==> src/hdl/tios_pkg.sv <==
// Constants, register map and carrier types for the channel 4/5 pin A I/O selection block
// Functional notes
// - Output compare with bit 2 clear and bits 1..0 nonzero starts the pin at low.
// - Output compare with bit 2 set and bits 1..0 nonzero starts the pin at high.
// - Output compare with bits 1..0 at 01 drives the pin to 0 on a counter match.
// - Output compare with bits 1..0 at 10 drives the pin to 1 on a counter match.
// - Output compare with bits 1..0 at 11 inverts the pin on every counter match.
// - Channel 4 selection 1000 captures on rising edges of its pin A.
// - Channel 4 selection 1001 captures on falling edges of its pin A.
// - Channel 4 selection 101X captures on both edges of its pin A.
// - Channel 4 selection 11XX captures on each channel 3 register A match or capture.
// - Channel 5 with bit 3 set captures from its pin A, bit 2 ignored, edge by bits 1..0.
// - Channel 3 capture on channel 4 count is ignored while the channel 4 prescaler is 000.
// - With channel 3 buffer mode set, register C selection produces no event at all.
package tios_pkg;

   // Register offsets (byte addresses)
   localparam logic [7:0] OFS_CH4_SEL = 8'h00;
   localparam logic [7:0] OFS_CH5_SEL = 8'h04;
   localparam logic [7:0] OFS_CH4_GRA = 8'h08;
   localparam logic [7:0] OFS_CH5_GRA = 8'h0c;
   localparam logic [7:0] OFS_CH4_CNT = 8'h10;
   localparam logic [7:0] OFS_CH5_CNT = 8'h14;
   localparam logic [7:0] OFS_CH3_CTL = 8'h18;
   localparam logic [7:0] OFS_STATUS = 8'h1c;

   // Selection field positions
   localparam int FUNC_BIT3 = 3;
   localparam int FUNC_BIT2 = 2;
   localparam int FUNC_BIT1 = 1;
   localparam int FUNC_BIT0 = 0;

   // Channel 3 control word layout
   localparam int CTL_A_SEL_LSB = 0;
   localparam int CTL_C_SEL_LSB = 4;
   localparam int CTL_BUF_MODE = 8;
   localparam int CTL_PSC_LSB = 9;

   // Reset values
   localparam logic [7:0] SEL_RST = 8'h00;
   localparam logic [3:0] CH3_SEL_RST = 4'h0;
   localparam logic [2:0] PSC_RST = 3'h0;
   localparam logic [2:0] PSC_FULL_RATE = 3'h0;
   localparam logic [31:0] GRA_RST = 32'hffffffff;

   // Compare-match pin actions in bits 1..0
   localparam logic [1:0] ACT_OFF = 2'h0;
   localparam logic [1:0] ACT_LOW = 2'h1;
   localparam logic [1:0] ACT_HIGH = 2'h2;
   localparam logic [1:0] ACT_TOGGLE = 2'h3;

   // Pin carrier: level and output enable
   typedef struct packed {
      logic lvl;
      logic oe;
   } tios_pin_t;

endpackage

==> src/hdl/tios_top.sv <==
// Pin A I/O selection, compare and capture logic for timer channels 4 and 5
//
// The register addresses and strobed register access were left to the implementer.
`timescale 1ns/1ps
module tios_top #(
   parameter int CNT_W = 16
) (
   // Clock and reset
   input wire logic clk_i,
   input wire logic rst_b_i,
   // Register port
   input wire logic [7:0] addr_i,
   input wire logic [31:0] wdata_i,
   input wire logic wr_i,
   input wire logic rd_i,
   output logic [31:0] rdata_o,
   // Channel 3 register A event, same clock
   input wire logic ch3_gra_event_i,
   // Pins
   input wire logic ch4_pin_a_i,
   input wire logic ch5_pin_a_i,
   output tios_pkg::tios_pin_t ch4_pin_a_o,
   output tios_pkg::tios_pin_t ch5_pin_a_o,
   // Event outputs
   output logic ch4_capture_o,
   output logic ch5_capture_o,
   output logic ch3_a_count_cap_o,
   output logic ch3_c_count_cap_o,
   output logic ch3_c_active_o
);

   // Width limits of the counters and registers
   if (CNT_W < 8 || CNT_W > 32) begin : g_chk
      $error("tios_top: CNT_W must lie in 8..32");
   end

   // Capture decision; only channel 4 has the channel 3 source
   function automatic logic cap_hit(input logic [3:0] sel, input logic rise,
                                    input logic fall, input logic ch3ev,
                                    input logic is_ch4);
      logic hit;
      hit = 1'b0;
      if (sel[tios_pkg::FUNC_BIT3]) begin
         if (is_ch4 && sel[tios_pkg::FUNC_BIT2]) begin
            hit = ch3ev;
         end else if (sel[tios_pkg::FUNC_BIT1]) begin
            hit = rise | fall;
         end else if (sel[tios_pkg::FUNC_BIT0]) begin
            hit = fall;
         end else begin
            hit = rise;
         end
      end
      return hit;
   endfunction

   // Output compare mode with a live pin
   function automatic logic oc_drive(input logic [3:0] sel);
      return !sel[tios_pkg::FUNC_BIT3] && (sel[1:0] != tios_pkg::ACT_OFF);
   endfunction

   // Prescaler mask: 2**psc - 1
   function automatic logic [6:0] psc_mask(input logic [2:0] psc);
      return 7'((8'h01 << psc) - 8'h01);
   endfunction

   logic [7:0] sel_q [2];
   logic [CNT_W-1:0] gra_q [2];
   logic [CNT_W-1:0] cnt_q [2];
   tios_pkg::tios_pin_t pin_q [2];
   logic [3:0] ch3_a_sel_q;
   logic [3:0] ch3_c_sel_q;
   logic buf_mode_q;
   logic [2:0] psc_q;
   logic [6:0] div_q;
   logic [1:0] pin_s1_q;
   logic [1:0] pin_s2_q;
   logic [1:0] pin_s3_q;
   logic [1:0] cap_q;
   logic ch3_a_cap_q;
   logic ch3_c_cap_q;
   logic ch3_c_active_q;
   logic [31:0] rdata_q;
   logic ch4_tick;
   logic [1:0] rise;
   logic [1:0] fall;
   logic [1:0] cap_now;
   logic [1:0] match;
   logic [1:0] sel_wr;
   logic [1:0] gra_wr;
   logic ctl_wr;

   // Write decodes
   assign sel_wr[0] = wr_i && (addr_i == tios_pkg::OFS_CH4_SEL);
   assign sel_wr[1] = wr_i && (addr_i == tios_pkg::OFS_CH5_SEL);
   assign gra_wr[0] = wr_i && (addr_i == tios_pkg::OFS_CH4_GRA);
   assign gra_wr[1] = wr_i && (addr_i == tios_pkg::OFS_CH5_GRA);
   assign ctl_wr = wr_i && (addr_i == tios_pkg::OFS_CH3_CTL);

   // Selection registers
   always_ff @(posedge clk_i or negedge rst_b_i) begin
      if (!rst_b_i) begin
         sel_q[0] <= tios_pkg::SEL_RST;
         sel_q[1] <= tios_pkg::SEL_RST;
      end else begin
         if (sel_wr[0]) begin
            sel_q[0] <= wdata_i[7:0];
         end
         if (sel_wr[1]) begin
            sel_q[1] <= wdata_i[7:0];
         end
      end
   end

   // Channel 3 side controls and channel 4 prescaler
   always_ff @(posedge clk_i or negedge rst_b_i) begin
      if (!rst_b_i) begin
         ch3_a_sel_q <= tios_pkg::CH3_SEL_RST;
         ch3_c_sel_q <= tios_pkg::CH3_SEL_RST;
         buf_mode_q <= 1'b0;
         psc_q <= tios_pkg::PSC_RST;
      end else if (ctl_wr) begin
         ch3_a_sel_q <= wdata_i[tios_pkg::CTL_A_SEL_LSB +: 4];
         ch3_c_sel_q <= wdata_i[tios_pkg::CTL_C_SEL_LSB +: 4];
         buf_mode_q <= wdata_i[tios_pkg::CTL_BUF_MODE];
         psc_q <= wdata_i[tios_pkg::CTL_PSC_LSB +: 3];
      end
   end

   // Prescale divider; psc 000 ticks every cycle
   always_ff @(posedge clk_i or negedge rst_b_i) begin
      if (!rst_b_i) begin
         div_q <= 7'h00;
      end else begin
         div_q <= div_q + 7'h01;
      end
   end
   assign ch4_tick = (div_q & psc_mask(psc_q)) == 7'h00;

   // Counters: channel 4 on prescaled tick, channel 5 every cycle
   always_ff @(posedge clk_i or negedge rst_b_i) begin
      if (!rst_b_i) begin
         cnt_q[0] <= '0;
         cnt_q[1] <= '0;
      end else begin
         if (ch4_tick) begin
            cnt_q[0] <= cnt_q[0] + CNT_W'(1);
         end
         cnt_q[1] <= cnt_q[1] + CNT_W'(1);
      end
   end

   // Pin synchronisers; third stage only for edge detection
   always_ff @(posedge clk_i or negedge rst_b_i) begin
      if (!rst_b_i) begin
         pin_s1_q <= 2'h0;
         pin_s2_q <= 2'h0;
         pin_s3_q <= 2'h0;
      end else begin
         pin_s1_q <= {ch5_pin_a_i, ch4_pin_a_i};
         pin_s2_q <= pin_s1_q;
         pin_s3_q <= pin_s2_q;
      end
   end
   assign rise = pin_s2_q & ~pin_s3_q;
   assign fall = ~pin_s2_q & pin_s3_q;

   // Capture and compare conditions per channel
   assign cap_now[0] = cap_hit(sel_q[0][3:0], rise[0], fall[0], ch3_gra_event_i, 1'b1);
   assign cap_now[1] = cap_hit(sel_q[1][3:0], rise[1], fall[1], 1'b0, 1'b0);
   assign match[0] = !sel_q[0][tios_pkg::FUNC_BIT3] && (cnt_q[0] == gra_q[0]);
   assign match[1] = !sel_q[1][tios_pkg::FUNC_BIT3] && (cnt_q[1] == gra_q[1]);

   // General register A; a capture beats a software write in the same cycle
   always_ff @(posedge clk_i or negedge rst_b_i) begin
      if (!rst_b_i) begin
         gra_q[0] <= tios_pkg::GRA_RST[CNT_W-1:0];
         gra_q[1] <= tios_pkg::GRA_RST[CNT_W-1:0];
         cap_q <= 2'h0;
      end else begin
         for (int i = 0; i < 2; i++) begin
            if (cap_now[i]) begin
               gra_q[i] <= cnt_q[i];
            end else if (gra_wr[i]) begin
               gra_q[i] <= wdata_i[CNT_W-1:0];
            end
         end
         cap_q <= cap_now;
      end
   end

   // Pin level and enable; a selection write sets the initial level
   always_ff @(posedge clk_i or negedge rst_b_i) begin
      if (!rst_b_i) begin
         pin_q[0] <= '0;
         pin_q[1] <= '0;
      end else begin
         for (int i = 0; i < 2; i++) begin
            if (sel_wr[i]) begin
               pin_q[i].oe <= oc_drive(wdata_i[3:0]);
               if (oc_drive(wdata_i[3:0])) begin
                  pin_q[i].lvl <= wdata_i[tios_pkg::FUNC_BIT2];
               end
            end else if (match[i]) begin
               case (sel_q[i][1:0])
                  tios_pkg::ACT_LOW: pin_q[i].lvl <= 1'b0;
                  tios_pkg::ACT_HIGH: pin_q[i].lvl <= 1'b1;
                  tios_pkg::ACT_TOGGLE: pin_q[i].lvl <= ~pin_q[i].lvl;
                  default: pin_q[i].lvl <= pin_q[i].lvl;
               endcase
            end
         end
      end
   end

   // Channel 3 count-clock captures; void at full rate, register C also under buffer mode
   always_ff @(posedge clk_i or negedge rst_b_i) begin
      if (!rst_b_i) begin
         ch3_a_cap_q <= 1'b0;
         ch3_c_cap_q <= 1'b0;
         ch3_c_active_q <= 1'b1;
      end else begin
         ch3_a_cap_q <= (ch3_a_sel_q[3:2] == 2'h3) && ch4_tick
            && (psc_q != tios_pkg::PSC_FULL_RATE);
         ch3_c_cap_q <= (ch3_c_sel_q[3:2] == 2'h3) && ch4_tick && !buf_mode_q
            && (psc_q != tios_pkg::PSC_FULL_RATE);
         ch3_c_active_q <= !buf_mode_q;
      end
   end

   // Read data valid only in the cycle after the strobe; unmapped reads zero
   always_ff @(posedge clk_i or negedge rst_b_i) begin
      if (!rst_b_i) begin
         rdata_q <= 32'h00000000;
      end else if (rd_i) begin
         case (addr_i)
            tios_pkg::OFS_CH4_SEL: rdata_q <= {24'h000000, sel_q[0]};
            tios_pkg::OFS_CH5_SEL: rdata_q <= {24'h000000, sel_q[1]};
            tios_pkg::OFS_CH4_GRA: rdata_q <= 32'(gra_q[0]);
            tios_pkg::OFS_CH5_GRA: rdata_q <= 32'(gra_q[1]);
            tios_pkg::OFS_CH4_CNT: rdata_q <= 32'(cnt_q[0]);
            tios_pkg::OFS_CH5_CNT: rdata_q <= 32'(cnt_q[1]);
            tios_pkg::OFS_CH3_CTL: rdata_q <= {20'h00000, psc_q, buf_mode_q,
                                               ch3_c_sel_q, ch3_a_sel_q};
            tios_pkg::OFS_STATUS: rdata_q <= {27'h0000000, ch3_c_active_q,
                                              pin_q[1].oe, pin_q[1].lvl,
                                              pin_q[0].oe, pin_q[0].lvl};
            default: rdata_q <= 32'h00000000;
         endcase
      end else begin
         rdata_q <= 32'h00000000;
      end
   end

   // Outputs straight from flops
   assign rdata_o = rdata_q;
   assign ch4_pin_a_o = pin_q[0];
   assign ch5_pin_a_o = pin_q[1];
   assign ch4_capture_o = cap_q[0];
   assign ch5_capture_o = cap_q[1];
   assign ch3_a_count_cap_o = ch3_a_cap_q;
   assign ch3_c_count_cap_o = ch3_c_cap_q;
   assign ch3_c_active_o = ch3_c_active_q;
endmodule

==> config.mk <==
export PLATFORM = sky130hd
export DESIGN_NAME = tios_top
export DESIGN_NICKNAME = d
export VERILOG_FILES = /design/src/hdl/tios_pkg.sv /design/src/hdl/tios_top.sv
export SDC_FILE = /design/constraint.sdc
export NUM_CORES = 1
export LEC_CHECK = 0
export ABC_AREA = 1
export BUFFER_PORTS_ARGS = -buffer_cell sky130_fd_sc_hd__buf_2
export CELL_PAD_IN_SITES_DETAIL_PLACEMENT = 1
export CELL_PAD_IN_SITES_GLOBAL_PLACEMENT = 1
export CORE_MARGIN = 3
export CORE_UTILIZATION = 47
export CTS_BUF_LIST = sky130_fd_sc_hd__clkbuf_16
export CTS_CLUSTER_DIAMETER = 50
export DETAILED_ROUTE_END_ITERATION = 12
export PLACE_DENSITY_LB_ADDON = 0.1
export SLEW_MARGIN = 10
export SYNTH_ARGS = -nofsm -noshare
export SYNTH_HDL_FRONTEND = slang
export SYNTH_SLANG_ARGS = --single-unit
==> constraint.sdc <==
create_clock -name clk_i -period 4.9 [get_ports clk_i]
set_clock_uncertainty 0.15 [all_clocks]
set_input_delay 0 -clock clk_i [delete_from_list [all_inputs] [get_ports clk_i]]
set_output_delay 0 -clock clk_i [all_outputs]
set_load 0.05 [all_outputs]
==> metrics.txt, run 1 <==
# TYPE chip_impl_metric gauge
chip_impl_metric{name="power.sequential.fraction",unit="%"} 41.6
chip_impl_metric{name="synthToLayoutAreaGrowth",unit="%"} 16.4
chip_impl_metric{name="share_comb_of_total_power",unit="%"} 10.4
chip_impl_metric{name="gpl.final_weighted_congestion",unit=""} 0.869
chip_impl_metric{name="asyncSetResetFlopFracSynth",unit="%"} 100
chip_impl_metric{name="synth-seq-cells",unit=""} 130
chip_impl_metric{name="pwr_density_cell",unit="nW/µm²"} 354
chip_impl_metric{name="setup_violations",unit=""} 0
chip_impl_metric{name="post-route-min-period",unit="ps"} 2640
chip_impl_info{name="yosys_most_used_dff",value="dfrtp_1"} 1
chip_impl_info{name="tritoncts",value="yes"} 1
chip_impl_metric{name="final.hold.worst_slack",unit="ps"} 66.7
chip_impl_metric{name="timing.hold.worst_path_depth",unit=""} 2
chip_impl_metric{name="netlist-cell-type-count",unit=""} 40
chip_impl_metric{name="power.leakage",unit="nW"} 3.79
chip_impl_metric{name="cts_inserted_buffers",unit=""} 17
chip_impl_metric{name="clock_network_fraction_of_design_power",unit="%"} 48.0
chip_impl_metric{name="synthesis.area",unit="µm²"} 7080
chip_impl_metric{name="preCtsSetupSlack",unit="ps"} 2360
chip_impl_metric{name="sink_count",unit=""} 130
chip_impl_metric{name="detail_route.wirelength",unit="mm"} 23.7
chip_impl_metric{name="avgViaCountPerCell",unit=""} 5.65
chip_impl_metric{name="globalRoute.totalOverflow",unit=""} 0
chip_impl_info{name="crit_path_start_kind",value="flop"} 1
chip_impl_metric{name="synth_enable_flop_cells",unit=""} 0
chip_impl_info{name="r2r-start",value="pin_s2_q[1]"} 1
chip_impl_info{name="worst_hold_path_type",value="in2reg"} 1
chip_impl_metric{name="worst_slew_margin_rel",unit="%"} 28.6
chip_impl_info{name="timing.critical_path.to",value="gra_q[0]"} 1
chip_impl_metric{name="power.internal",unit="mW"} 2.15
chip_impl_metric{name="die-width",unit="µm"} 129
chip_impl_metric{name="max_freq",unit="MHz"} 379
chip_impl_metric{name="groute.usage.overall",unit="%"} 29.7
chip_impl_metric{name="synthesis.area_per_instance",unit="µm²"} 8.14
chip_impl_metric{name="path_max_fanout",unit=""} 32
chip_impl_metric{name="cell_count_after_synthesis",unit=""} 869
chip_impl_metric{name="irDropWorstVdd",unit="mV"} 0.248
chip_impl_metric{name="number_of_gates_given_a_new_drive_strength_after_cts",unit=""} 0
chip_impl_metric{name="drive_above_1_share",unit="%"} 16.3
chip_impl_info{name="timing.critical_path.from",value="pin_s2_q[1]"} 1
chip_impl_metric{name="ctsHtreeMaxLevel",unit=""} 4
chip_impl_metric{name="detail_route.first_pass.iterations",unit=""} 5
chip_impl_metric{name="antenna_violations_before_repair",unit=""} 0
chip_impl_info{name="outcome",value="finished clean"} 1
chip_impl_metric{name="std_cell_rows",unit=""} 44
chip_impl_metric{name="design.portCount",unit=""} 88
chip_impl_metric{name="pin_count_of_the_biggest_net_entering_global_routing",unit=""} 70
chip_impl_metric{name="start_util",unit="%"} 48.3
chip_impl_metric{name="remaining_drc_errors",unit=""} 0
chip_impl_metric{name="switchingPower",unit="µW"} 764
chip_impl_metric{name="cts.repair_timing.setup_buffer_count",unit=""} 0
chip_impl_metric{name="cp_data_arrival_time",unit="ps"} 2800
chip_impl_metric{name="cap_violations",unit=""} 0
chip_impl_metric{name="worst_slew_pin_slew",unit="ps"} 1070
chip_impl_metric{name="num-nets-final",unit=""} 994
chip_impl_info{name="critical_path_class",value="reg2reg"} 1
chip_impl_metric{name="clk_latency",unit="ps"} 430
chip_impl_metric{name="clkTransAtPathRegs",unit="ps"} 60
chip_impl_metric{name="number_of_hold_buffers_added_after_cts",unit=""} 23
chip_impl_metric{name="final_hold_viol_count",unit=""} 0
chip_impl_metric{name="antenna_cells_inserted",unit=""} 0
chip_impl_metric{name="grt_first_pass_wirelength",unit="mm"} 37.5
chip_impl_metric{name="r2r.worst_path.cells",unit=""} 8
chip_impl_metric{name="die_h",unit="µm"} 129
chip_impl_metric{name="swShare",unit="%"} 26.2
chip_impl_metric{name="synth_warnings",unit=""} 0
chip_impl_metric{name="total_die_area",unit="µm²"} 16600
chip_impl_metric{name="dpl-instance-area",unit="µm²"} 7360
chip_impl_info{name="grt_setup_unrepaired",value="no"} 1
chip_impl_info{name="end_kind",value="flop"} 1
chip_impl_metric{name="fin_area",unit="µm²"} 8230
chip_impl_metric{name="drt_iter0_drc",unit=""} 498
chip_impl_metric{name="post-route-period-util",unit="%"} 53.8
chip_impl_metric{name="grt_pass1_vias",unit=""} 6789
chip_impl_info{name="cts.root.buffer_cell",value="clkbuf_16"} 1
chip_impl_metric{name="post-dp-hpwl",unit="mm"} 16.6
chip_impl_metric{name="vias_after_detailed_routing",unit=""} 6422
chip_impl_metric{name="final.setup.tns",unit="ps"} 0
chip_impl_metric{name="worst_ep_required_time",unit="ps"} 5060
chip_impl_metric{name="ff2ff_setup_slack",unit="ps"} 2260
chip_impl_metric{name="slew_violations",unit=""} 0
chip_impl_metric{name="place.port_buffers",unit=""} 55
chip_impl_metric{name="clockBufferDepth",unit=""} 2
chip_impl_metric{name="placeableCoreArea",unit="µm²"} 14600
chip_impl_metric{name="post-route-worst-setup-slack",unit="ps"} 2260
chip_impl_metric{name="synth-seq-area-share",unit="%"} 46.6
chip_impl_metric{name="antenna_violating_nets_post_route",unit=""} 0
chip_impl_info{name="r2r-end",value="gra_q[0]"} 1
chip_impl_metric{name="routed_wire_length_per_instance",unit="µm"} 20.8
cell usage after synthesis, types with 6 or more instances:
library cell	count	area (µm²)
nand4_1	6	37.5
nand3_1	62	310
o211ai_1	32	240
dfrtp_1	97	2430
xnor2_1	7	61.3
buf_2	9	45.0
o21ai_1	10	50.1
nand2_1	184	691
nor3_1	16	80.1
o22ai_1	24	150
a21oi_1	14	70.1
nor2_1	66	248
o21ai_0	64	320
inv_2	6	22.5
buf_4	20	150
buf_6	6	67.6
ha_1	7	87.6
inv_1	122	458
xor2_1	34	298
dfstp_2	33	867
per-layer routing:
metal / vias to the layer above / global-route usage (%) / wire length, µm
met5: - / 0 / 0
met4: 0 / 10.2 / 555
met3: 38 / 4.57 / 1120
met2: 207 / 49.2 / 11600
met1: 3255 / 39.8 / 10300
li1: 2922 / - / -
through the flow:
stage               power (mW)  instances  utilization, %
floorplan                 1.41        884               -
global placement          1.49       1082            50.3
detailed placement        1.51       1082            50.3
CTS                       2.92       1137            56.2
global route              3.02       1137            56.2
finish                    2.91       1137            56.2
registers in the layout, indices dropped and copies added (netlist names), 3 cells and up:
name         count
ch3_a_sel_q      4
ch3_c_sel_q      4
cnt_q           32
div_q            7
gra_q           32
psc_q            3
rdata_o         16
sel_q           16
layout by cell type, fill, tap and decap left out, types with 5 or more instances in the layout:
cell type	n
nor2_1	66
o22ai_1	24
xor2_1	34
nand3_2	5
o21ai_1	10
dfrtp_1	97
nand2_2	5
o211ai_1	32
nor2_2	5
conb_1	16
o21ai_0	64
xnor2_1	7
buf_2	54
nor3_1	16
nand2_1	184
bufinv_16	5
inv_2	6
dfstp_2	33
ha_1	7
dlygate4sd3_1	23
nand4_1	6
inv_1	123
clkbuf_16	17
a21oi_1	14
nand3_1	62
logic make-up after synthesis:
group | synth area share, %
xor+xnor | 5.08
compound gates | 12.7
other cells | 0.0530
flops | 46.6
fa+ha+maj | 1.24
simple gates | 23.3
buf+inv | 11.1
power groups by stage:
stage          registers, mW  logic, mW  clock network [mW]
2_1_floorplan           1.22      0.187                   0
5_1_grt                 1.22      0.334                1.47
3_3_place_gp            1.22      0.271                   0
4_1_cts                 1.21      0.301                1.41
3_5_place_dp            1.23      0.282                   0
6_report                1.21      0.302                1.40
worst max-delay path, cell delays in order (launching register included):
cell and delay [ps]:
dfrtp_1 390, inv_1 60, ha_1 300, a21oi_1 150, nand2_1 170, inv_1 820, nand2_1 130, o211ai_1 180
o21ai_0 180
how the worst min path moves through the flow:
| stage | from | endpoint | slack, ps |
|---|---|---|---|
| final | ch4_pin_a_i | pin_s1_q[0] | 70 |
| after global routing | ch4_pin_a_i | pin_s1_q[0] | 50 |
| after CTS | ch4_pin_a_i | pin_s1_q[0] | 50 |
| after detailed placement | rst_b_i | ch3_a_count_cap_o | -130 |
| after global placement | rst_b_i | ch3_a_count_cap_o | -140 |
| after floorplan | rst_b_i | buf_mode_q | -450 |
final cells by class:
class	instances	area, µm²
fillers	1809	6410
repair buffers	80	527
clock buffers	17	425
well taps	184	230
multi-input cells	581	3050
flip-flops and latches	130	3290
clock inverters	15	216
inverters	130	490
Note: power is estimated with default switching activity, not from simulation.
==> run 2, diff against run 1 <==
Settings changed: CORE_UTILIZATION 47 to 39.
Clock period 4.9 ns to 2.4 ns, I/O delays scaled along.
==> run 2 against run 1 <==
Against the previous run: sequential cell count unchanged; via count decreased by 1.8%; utilization decreased by 8.8 points; first-iteration DRC count decreased by 34%; critical path depth unchanged; count of clock-buffer cells in the layout unchanged; die area increased by 20%; sequential share of layout area decreased by 0.43 points; worst setup slack got worse by 2100 ps; critical endpoint is now rdata_o[6]; largest power group unchanged.
==> metrics.txt, run 2 (same netlist as run 1, synthesis figures left out) <==
# TYPE chip_impl_metric gauge
chip_impl_info{name="timing.critical_path.slowest_stage_cell",value="dlygate4sd3_1"} 1
chip_impl_metric{name="grt_first_pass_wirelength",unit="mm"} 37.9
chip_impl_metric{name="antenna_violations_before_repair",unit=""} 1
chip_impl_metric{name="cp_slowest_stage_delay",unit="ps"} 570
chip_impl_info{name="tritoncts",value="yes"} 1
chip_impl_metric{name="pwr_density_cell",unit="nW/µm²"} 690
chip_impl_metric{name="met2_usage",unit="%"} 40.9
chip_impl_metric{name="grt_use_met3",unit="%"} 5.12
chip_impl_info{name="worst_hold_path_type",value="in2reg"} 1
chip_impl_metric{name="die-width",unit="µm"} 141
chip_impl_metric{name="cp_data_arrival_time",unit="ps"} 2380
chip_impl_metric{name="power.leakage",unit="nW"} 3.80
chip_impl_metric{name="drt_iter0_drc",unit=""} 328
chip_impl_metric{name="clk_latency",unit="ps"} 430
chip_impl_info{name="kind_of_cell_adding_the_most_delay_to_the_critical_path",value="buffers and inverters"} 1
chip_impl_metric{name="irDropWorstVdd",unit="mV"} 0.495
chip_impl_metric{name="pin_count_of_the_biggest_net_entering_global_routing",unit=""} 57
chip_impl_metric{name="post-route-period-util",unit="%"} 91.3
chip_impl_metric{name="routed_wire_length_per_instance",unit="µm"} 20.2
chip_impl_info{name="top_regs",value="cnt_q: 32 flops, gra_q: 32 flops"} 1
chip_impl_metric{name="globalRoute.totalOverflow",unit=""} 0
chip_impl_metric{name="final_hold_viol_count",unit=""} 0
chip_impl_metric{name="cts_inserted_buffers",unit=""} 17
chip_impl_metric{name="ctsHtreeMaxLevel",unit=""} 4
chip_impl_metric{name="max_freq",unit="MHz"} 456
chip_impl_metric{name="place.port_buffers",unit=""} 55
chip_impl_metric{name="met1_usage",unit="%"} 33.2
chip_impl_metric{name="design.portCount",unit=""} 88
chip_impl_info{name="worstPathCellList",value="dlygate4sd3_1 -> buf_2 -> nor2_4 -> dlygate4sd3_1 -> nand4_1 -> dlygate4sd3_1 -> buf_4 -> a21oi_1"} 1
chip_impl_metric{name="remaining_drc_errors",unit=""} 0
chip_impl_metric{name="synthToLayoutAreaGrowth",unit="%"} 17.6
chip_impl_metric{name="antenna_cells_inserted",unit=""} 0
chip_impl_metric{name="drive_above_1_share",unit="%"} 16.7
chip_impl_info{name="critical_path_class",value="in2reg"} 1
chip_impl_metric{name="vias_after_detailed_routing",unit=""} 6308
chip_impl_metric{name="cap_violations",unit=""} 0
chip_impl_metric{name="total_die_area",unit="µm²"} 19800
chip_impl_metric{name="final.hold.worst_slack",unit="ps"} 15.4
chip_impl_metric{name="groute.usage.overall",unit="%"} 24.8
chip_impl_metric{name="grt_pass1_vias",unit=""} 6626
chip_impl_metric{name="path_max_fanout",unit=""} 13
chip_impl_metric{name="sink_count",unit=""} 130
chip_impl_metric{name="avgViaCountPerCell",unit=""} 5.33
chip_impl_metric{name="die_h",unit="µm"} 141
chip_impl_metric{name="cts.repair_timing.setup_buffer_count",unit=""} 0
chip_impl_info{name="grt_setup_unrepaired",value="no"} 1
chip_impl_metric{name="worst_slew_pin_slew",unit="ps"} 574
chip_impl_metric{name="setup_violations",unit=""} 0
chip_impl_info{name="global_route.peak_usage_layer",value="met2"} 1
chip_impl_metric{name="start_util",unit="%"} 40.3
chip_impl_metric{name="num-nets-final",unit=""} 1000
chip_impl_info{name="mostFrequentLayoutCell",value="nand2_1"} 1
chip_impl_info{name="outcome",value="finished clean"} 1
chip_impl_metric{name="antenna_violating_nets_post_route",unit=""} 0
chip_impl_metric{name="worst_slew_margin_rel",unit="%"} 61.7
chip_impl_metric{name="final.setup.tns",unit="ps"} 0
chip_impl_metric{name="detail_route.wirelength",unit="mm"} 23.9
chip_impl_metric{name="slew_violations",unit=""} 0
chip_impl_metric{name="clockBufferDepth",unit=""} 2
chip_impl_metric{name="number_of_buffer_and_inverter_stages_on_the_critical_path",unit=""} 5
chip_impl_metric{name="std_cell_rows",unit=""} 48
chip_impl_metric{name="detail_route.first_pass.iterations",unit=""} 5
chip_impl_info{name="critical-path-top-cell-by-count",value="dlygate4sd3_1"} 1
chip_impl_metric{name="worst_ep_required_time",unit="ps"} 2590
chip_impl_metric{name="placeableCoreArea",unit="µm²"} 17500
chip_impl_metric{name="totalPowerFinal",unit="mW"} 5.74
chip_impl_metric{name="post-dp-hpwl",unit="mm"} 17.5
chip_impl_info{name="layout_common_cells",value="nand2_1, inv_1, dfrtp_1"} 1
chip_impl_info{name="crit_path_start_kind",value="input port"} 1
chip_impl_metric{name="gpl.final_weighted_congestion",unit=""} 0.829
chip_impl_info{name="cts.root.buffer_cell",value="clkbuf_16"} 1
chip_impl_info{name="end_kind",value="flop"} 1
chip_impl_metric{name="num-fill-cells",unit=""} 2130
chip_impl_metric{name="clkTransAtPathRegs",unit="ps"} 70
chip_impl_metric{name="post-route-min-period",unit="ps"} 2190
[run 2: report_power, final]
group          switching [mW]  leakage, nW  internal [mW]
clock                    1.10        0.276           1.54
sequential             0.0997         1.58           2.37
combinational           0.439         1.94          0.196
total                    1.64         3.80           4.10
[run 2: through the flow]
stage / util (%) / area (µm²) / setup slack [ps] / std cells
5_1_grt: 47.5 / 8320 / 106 / 1184
6_report: 47.5 / 8320 / 208 / 1184
4_1_cts: 47.5 / 8320 / 232 / 1184
3_3_place_gp: 42.7 / 7490 / 493 / 1128
3_5_place_dp: 42.7 / 7490 / 442 / 1128
2_1_floorplan: - / 7130 / 738 / 884
[run 2: layout make-up]
type                       instances  area, µm²  area share (%)
tap                              225        282            3.38
multi-input combinational        581       3050            36.7
sequential                       130       3290            39.6
timing repair buffer              86        622            7.47
clock buffer                      17        425            5.11
clock inverter                    15        159            1.91
inverter                         130        490            5.89
[run 2: worst min-delay path, cell delays in order]
cell and delay, ps:
buf_2 140, nand2_2 290, a21oi_1 110
[run 2: routing by layer]
layer	routed length, µm	share of wire [%]
met5	13	0.054
met4	481	2.0
met3	1080	4.5
met2	11600	49
met1	10800	45
[run 2: worst paths after layout]
path / from / end / slack, ps / cells past startpoint
hold / removal: wr_i / sel_q[11] / 20 / 3
max in group asynchronous: rst_b_i / ch3_c_active_o / 1540 / 3
min in group asynchronous: rst_b_i / gra_q[2] / 140 / 2
hold reg to reg: pin_s1_q[0] / pin_s2_q[0] / 210 / 0
setup / recovery: addr_i[6] / rdata_o[6] / 210 / 8
setup reg to reg: pin_s2_q[1] / gra_q[15] / 360 / 8
[run 2: timing repair]
item | 4_1_cts | 5_1_grt
resized for setup | 0 | 0
setup endpoints to repair | 0 | 0
hold endpoints to repair | 201 | 0
hold buffers | 24 | 0
==> run 3, diff against run 2 <==
Settings changed: CORE_ASPECT_RATIO set to 2, CORE_MARGIN 3 to not set.
==> run 3 against run 2 <==
Against the previous run: sequential share of layout area fell by 0.59 points; register-to-register slack improved by 70 ps; utilization barely moved; hold slack improved by 39 ps; sequential power barely moved; worst setup slack got worse by 86 ps; global-route usage rose by 1.6 points; routed wire length fell by 2.6%; combinational power rose by 3.5%; largest cell class unchanged; first-iteration DRC count fell by 27%; largest power group unchanged; highest routed layer is now met4; clock power rose by 17%.
==> metrics.txt, run 3 (same netlist as run 1, synthesis figures left out) <==
# TYPE chip_impl_metric gauge
chip_impl_info{name="kind_of_cell_adding_the_most_delay_to_the_critical_path",value="buffers and inverters"} 1
chip_impl_info{name="grt_setup_unrepaired",value="no"} 1
chip_impl_metric{name="avgViaCountPerCell",unit=""} 5.27
chip_impl_metric{name="groute.usage.overall",unit="%"} 26.4
chip_impl_metric{name="num-nets-final",unit=""} 1005
chip_impl_metric{name="placeableCoreArea",unit="µm²"} 17800
chip_impl_metric{name="preCtsSetupSlack",unit="ps"} 420
chip_impl_info{name="critical-path-top-cell-by-count",value="dlygate4sd3_1"} 1
chip_impl_metric{name="remaining_drc_errors",unit=""} 0
chip_impl_metric{name="total_die_area",unit="µm²"} 18700
chip_impl_info{name="worstPathCellList",value="dlygate4sd3_1 -> buf_2 -> nor2_1 -> dlygate4sd3_1 -> nand4_1 -> dlygate4sd3_1 -> buf_4 -> nor2_1"} 1
chip_impl_metric{name="antenna_violations_before_repair",unit=""} 0
chip_impl_metric{name="ctsHtreeMaxLevel",unit=""} 4
chip_impl_metric{name="clk_latency",unit="ps"} 430
chip_impl_metric{name="totalPowerFinal",unit="mW"} 6.19
chip_impl_metric{name="worst_ep_required_time",unit="ps"} 2590
chip_impl_metric{name="slew_violations",unit=""} 0
chip_impl_metric{name="worst_slew_pin_slew",unit="ps"} 717
chip_impl_metric{name="post-route-min-period",unit="ps"} 2280
chip_impl_metric{name="globalRoute.totalOverflow",unit=""} 0
chip_impl_metric{name="routed_wire_length_per_instance",unit="µm"} 19.8
chip_impl_metric{name="pin_count_of_the_biggest_net_entering_global_routing",unit=""} 60
chip_impl_info{name="end_kind",value="flop"} 1
chip_impl_metric{name="gpl.final_weighted_congestion",unit=""} 0.928
chip_impl_metric{name="post-route-period-util",unit="%"} 94.9
chip_impl_metric{name="power.leakage",unit="nW"} 3.88
chip_impl_metric{name="drive_above_1_share",unit="%"} 16.8
chip_impl_metric{name="number_of_buffer_and_inverter_stages_on_the_critical_path",unit=""} 5
chip_impl_info{name="crit_path_start_kind",value="input port"} 1
chip_impl_metric{name="cap_violations",unit=""} 0
chip_impl_metric{name="cp_slowest_stage_delay",unit="ps"} 600
chip_impl_metric{name="cp_data_arrival_time",unit="ps"} 2460
chip_impl_metric{name="start_util",unit="%"} 39.8
chip_impl_info{name="mostFrequentLayoutCell",value="nand2_1"} 1
chip_impl_metric{name="pwr_density_cell",unit="nW/µm²"} 733
chip_impl_info{name="timing.critical_path.slowest_stage_cell",value="dlygate4sd3_1"} 1
chip_impl_metric{name="final.setup.tns",unit="ps"} 0
chip_impl_metric{name="place.port_buffers",unit=""} 55
chip_impl_metric{name="worst_slew_margin_rel",unit="%"} 52.0
chip_impl_metric{name="die_h",unit="µm"} 192
chip_impl_metric{name="detail_route.wirelength",unit="mm"} 23.3
chip_impl_metric{name="grt_first_pass_wirelength",unit="mm"} 37.1
chip_impl_metric{name="post-route-worst-setup-slack",unit="ps"} 123
chip_impl_metric{name="cts_inserted_buffers",unit=""} 17
chip_impl_info{name="worst_hold_path_type",value="in2async"} 1
chip_impl_metric{name="clkTransAtPathRegs",unit="ps"} 60
chip_impl_metric{name="clockBufferDepth",unit=""} 2
chip_impl_info{name="critical_path_class",value="in2reg"} 1
chip_impl_metric{name="die-width",unit="µm"} 97.2
chip_impl_metric{name="std_cell_rows",unit=""} 69
chip_impl_metric{name="post-dp-hpwl",unit="mm"} 17.9
chip_impl_metric{name="irDropWorstVdd",unit="mV"} 0.372
chip_impl_metric{name="max_freq",unit="MHz"} 439
chip_impl_metric{name="synthToLayoutAreaGrowth",unit="%"} 19.4
chip_impl_metric{name="final_hold_viol_count",unit=""} 0
chip_impl_metric{name="number_of_gates_given_a_new_drive_strength_after_cts",unit=""} 0
chip_impl_metric{name="vias_after_detailed_routing",unit=""} 6204
chip_impl_info{name="top_regs",value="cnt_q: 32 flops, gra_q: 32 flops"} 1
chip_impl_metric{name="antenna_violating_nets_post_route",unit=""} 0
chip_impl_info{name="outcome",value="finished clean"} 1
chip_impl_metric{name="design.portCount",unit=""} 88
chip_impl_info{name="layout_common_cells",value="nand2_1, inv_1, dfrtp_1"} 1
chip_impl_metric{name="drt_iter0_drc",unit=""} 241
chip_impl_metric{name="path_max_fanout",unit=""} 13
chip_impl_metric{name="grt_pass1_vias",unit=""} 6780
chip_impl_metric{name="antenna_cells_inserted",unit=""} 0
chip_impl_metric{name="detail_route.first_pass.iterations",unit=""} 5
chip_impl_metric{name="setup_violations",unit=""} 0
chip_impl_metric{name="num-fill-cells",unit=""} 2160
chip_impl_info{name="tritoncts",value="yes"} 1
chip_impl_info{name="cts.root.buffer_cell",value="clkbuf_16"} 1
chip_impl_metric{name="sink_count",unit=""} 130
-- run 3: worst paths after layout --
check                       startpoint        endpoint  cells after the start  slack [ps]
max in group asynchronous      rst_b_i  ch3_c_active_o                      3        1560
setup reg to reg           pin_s2_q[1]       gra_q[13]                      9         430
min in group clk_i         ch5_pin_a_i     pin_s1_q[1]                      2          60
setup / recovery             addr_i[0]     rdata_o[10]                      8         120
hold reg to reg            pin_s1_q[0]     pin_s2_q[0]                      0         200
hold / removal                 rst_b_i        gra_q[4]                      2          50
-- run 3: layer usage --
layer	wire, µm	track usage (%)
met1	9130	28.6
met2	12600	49.1
met3	409	3.51
met4	1140	14.8
met5	0	0
-- run 3: per-stage QoR --
| stage | utilization (%) | cell area [µm²] | hold WS [ps] | instances |
|---|---|---|---|---|
| floorplan | - | 7130 | -446 | 884 |
| global placement | 42.0 | 7470 | -199 | 1117 |
| global route | 47.5 | 8450 | 69.2 | 1177 |
| finish | 47.5 | 8450 | 54.6 | 1177 |
| CTS | 47.5 | 8450 | 51.3 | 1177 |
| detailed placement | 42.0 | 7470 | -193 | 1117 |
-- run 3: what timing repair did --
action,4_1_cts,5_1_grt
hold buffers,28,0
buffers inserted,0,0
hold endpoints to repair,193,0
-- run 3: power breakdown --
group / switching (mW) / total (mW) / internal (mW)
Clock: 1.04 / 3.08 / 2.05
Sequential: 0.0866 / 2.45 / 2.37
Combinational: 0.451 / 0.657 / 0.205
Total: 1.57 / 6.19 / 4.62
-- run 3: layout make-up --
| class | count | area (µm²) | area share (%) |
|---|---|---|---|
| clock buffers | 17 | 425 | 5.04 |
| repair buffers | 91 | 657 | 7.78 |
| flip-flops and latches | 130 | 3290 | 39.0 |
| inverters | 130 | 490 | 5.81 |
| clock inverters | 15 | 264 | 3.12 |
| multi-input cells | 581 | 3050 | 36.1 |
| well taps | 213 | 267 | 3.15 |
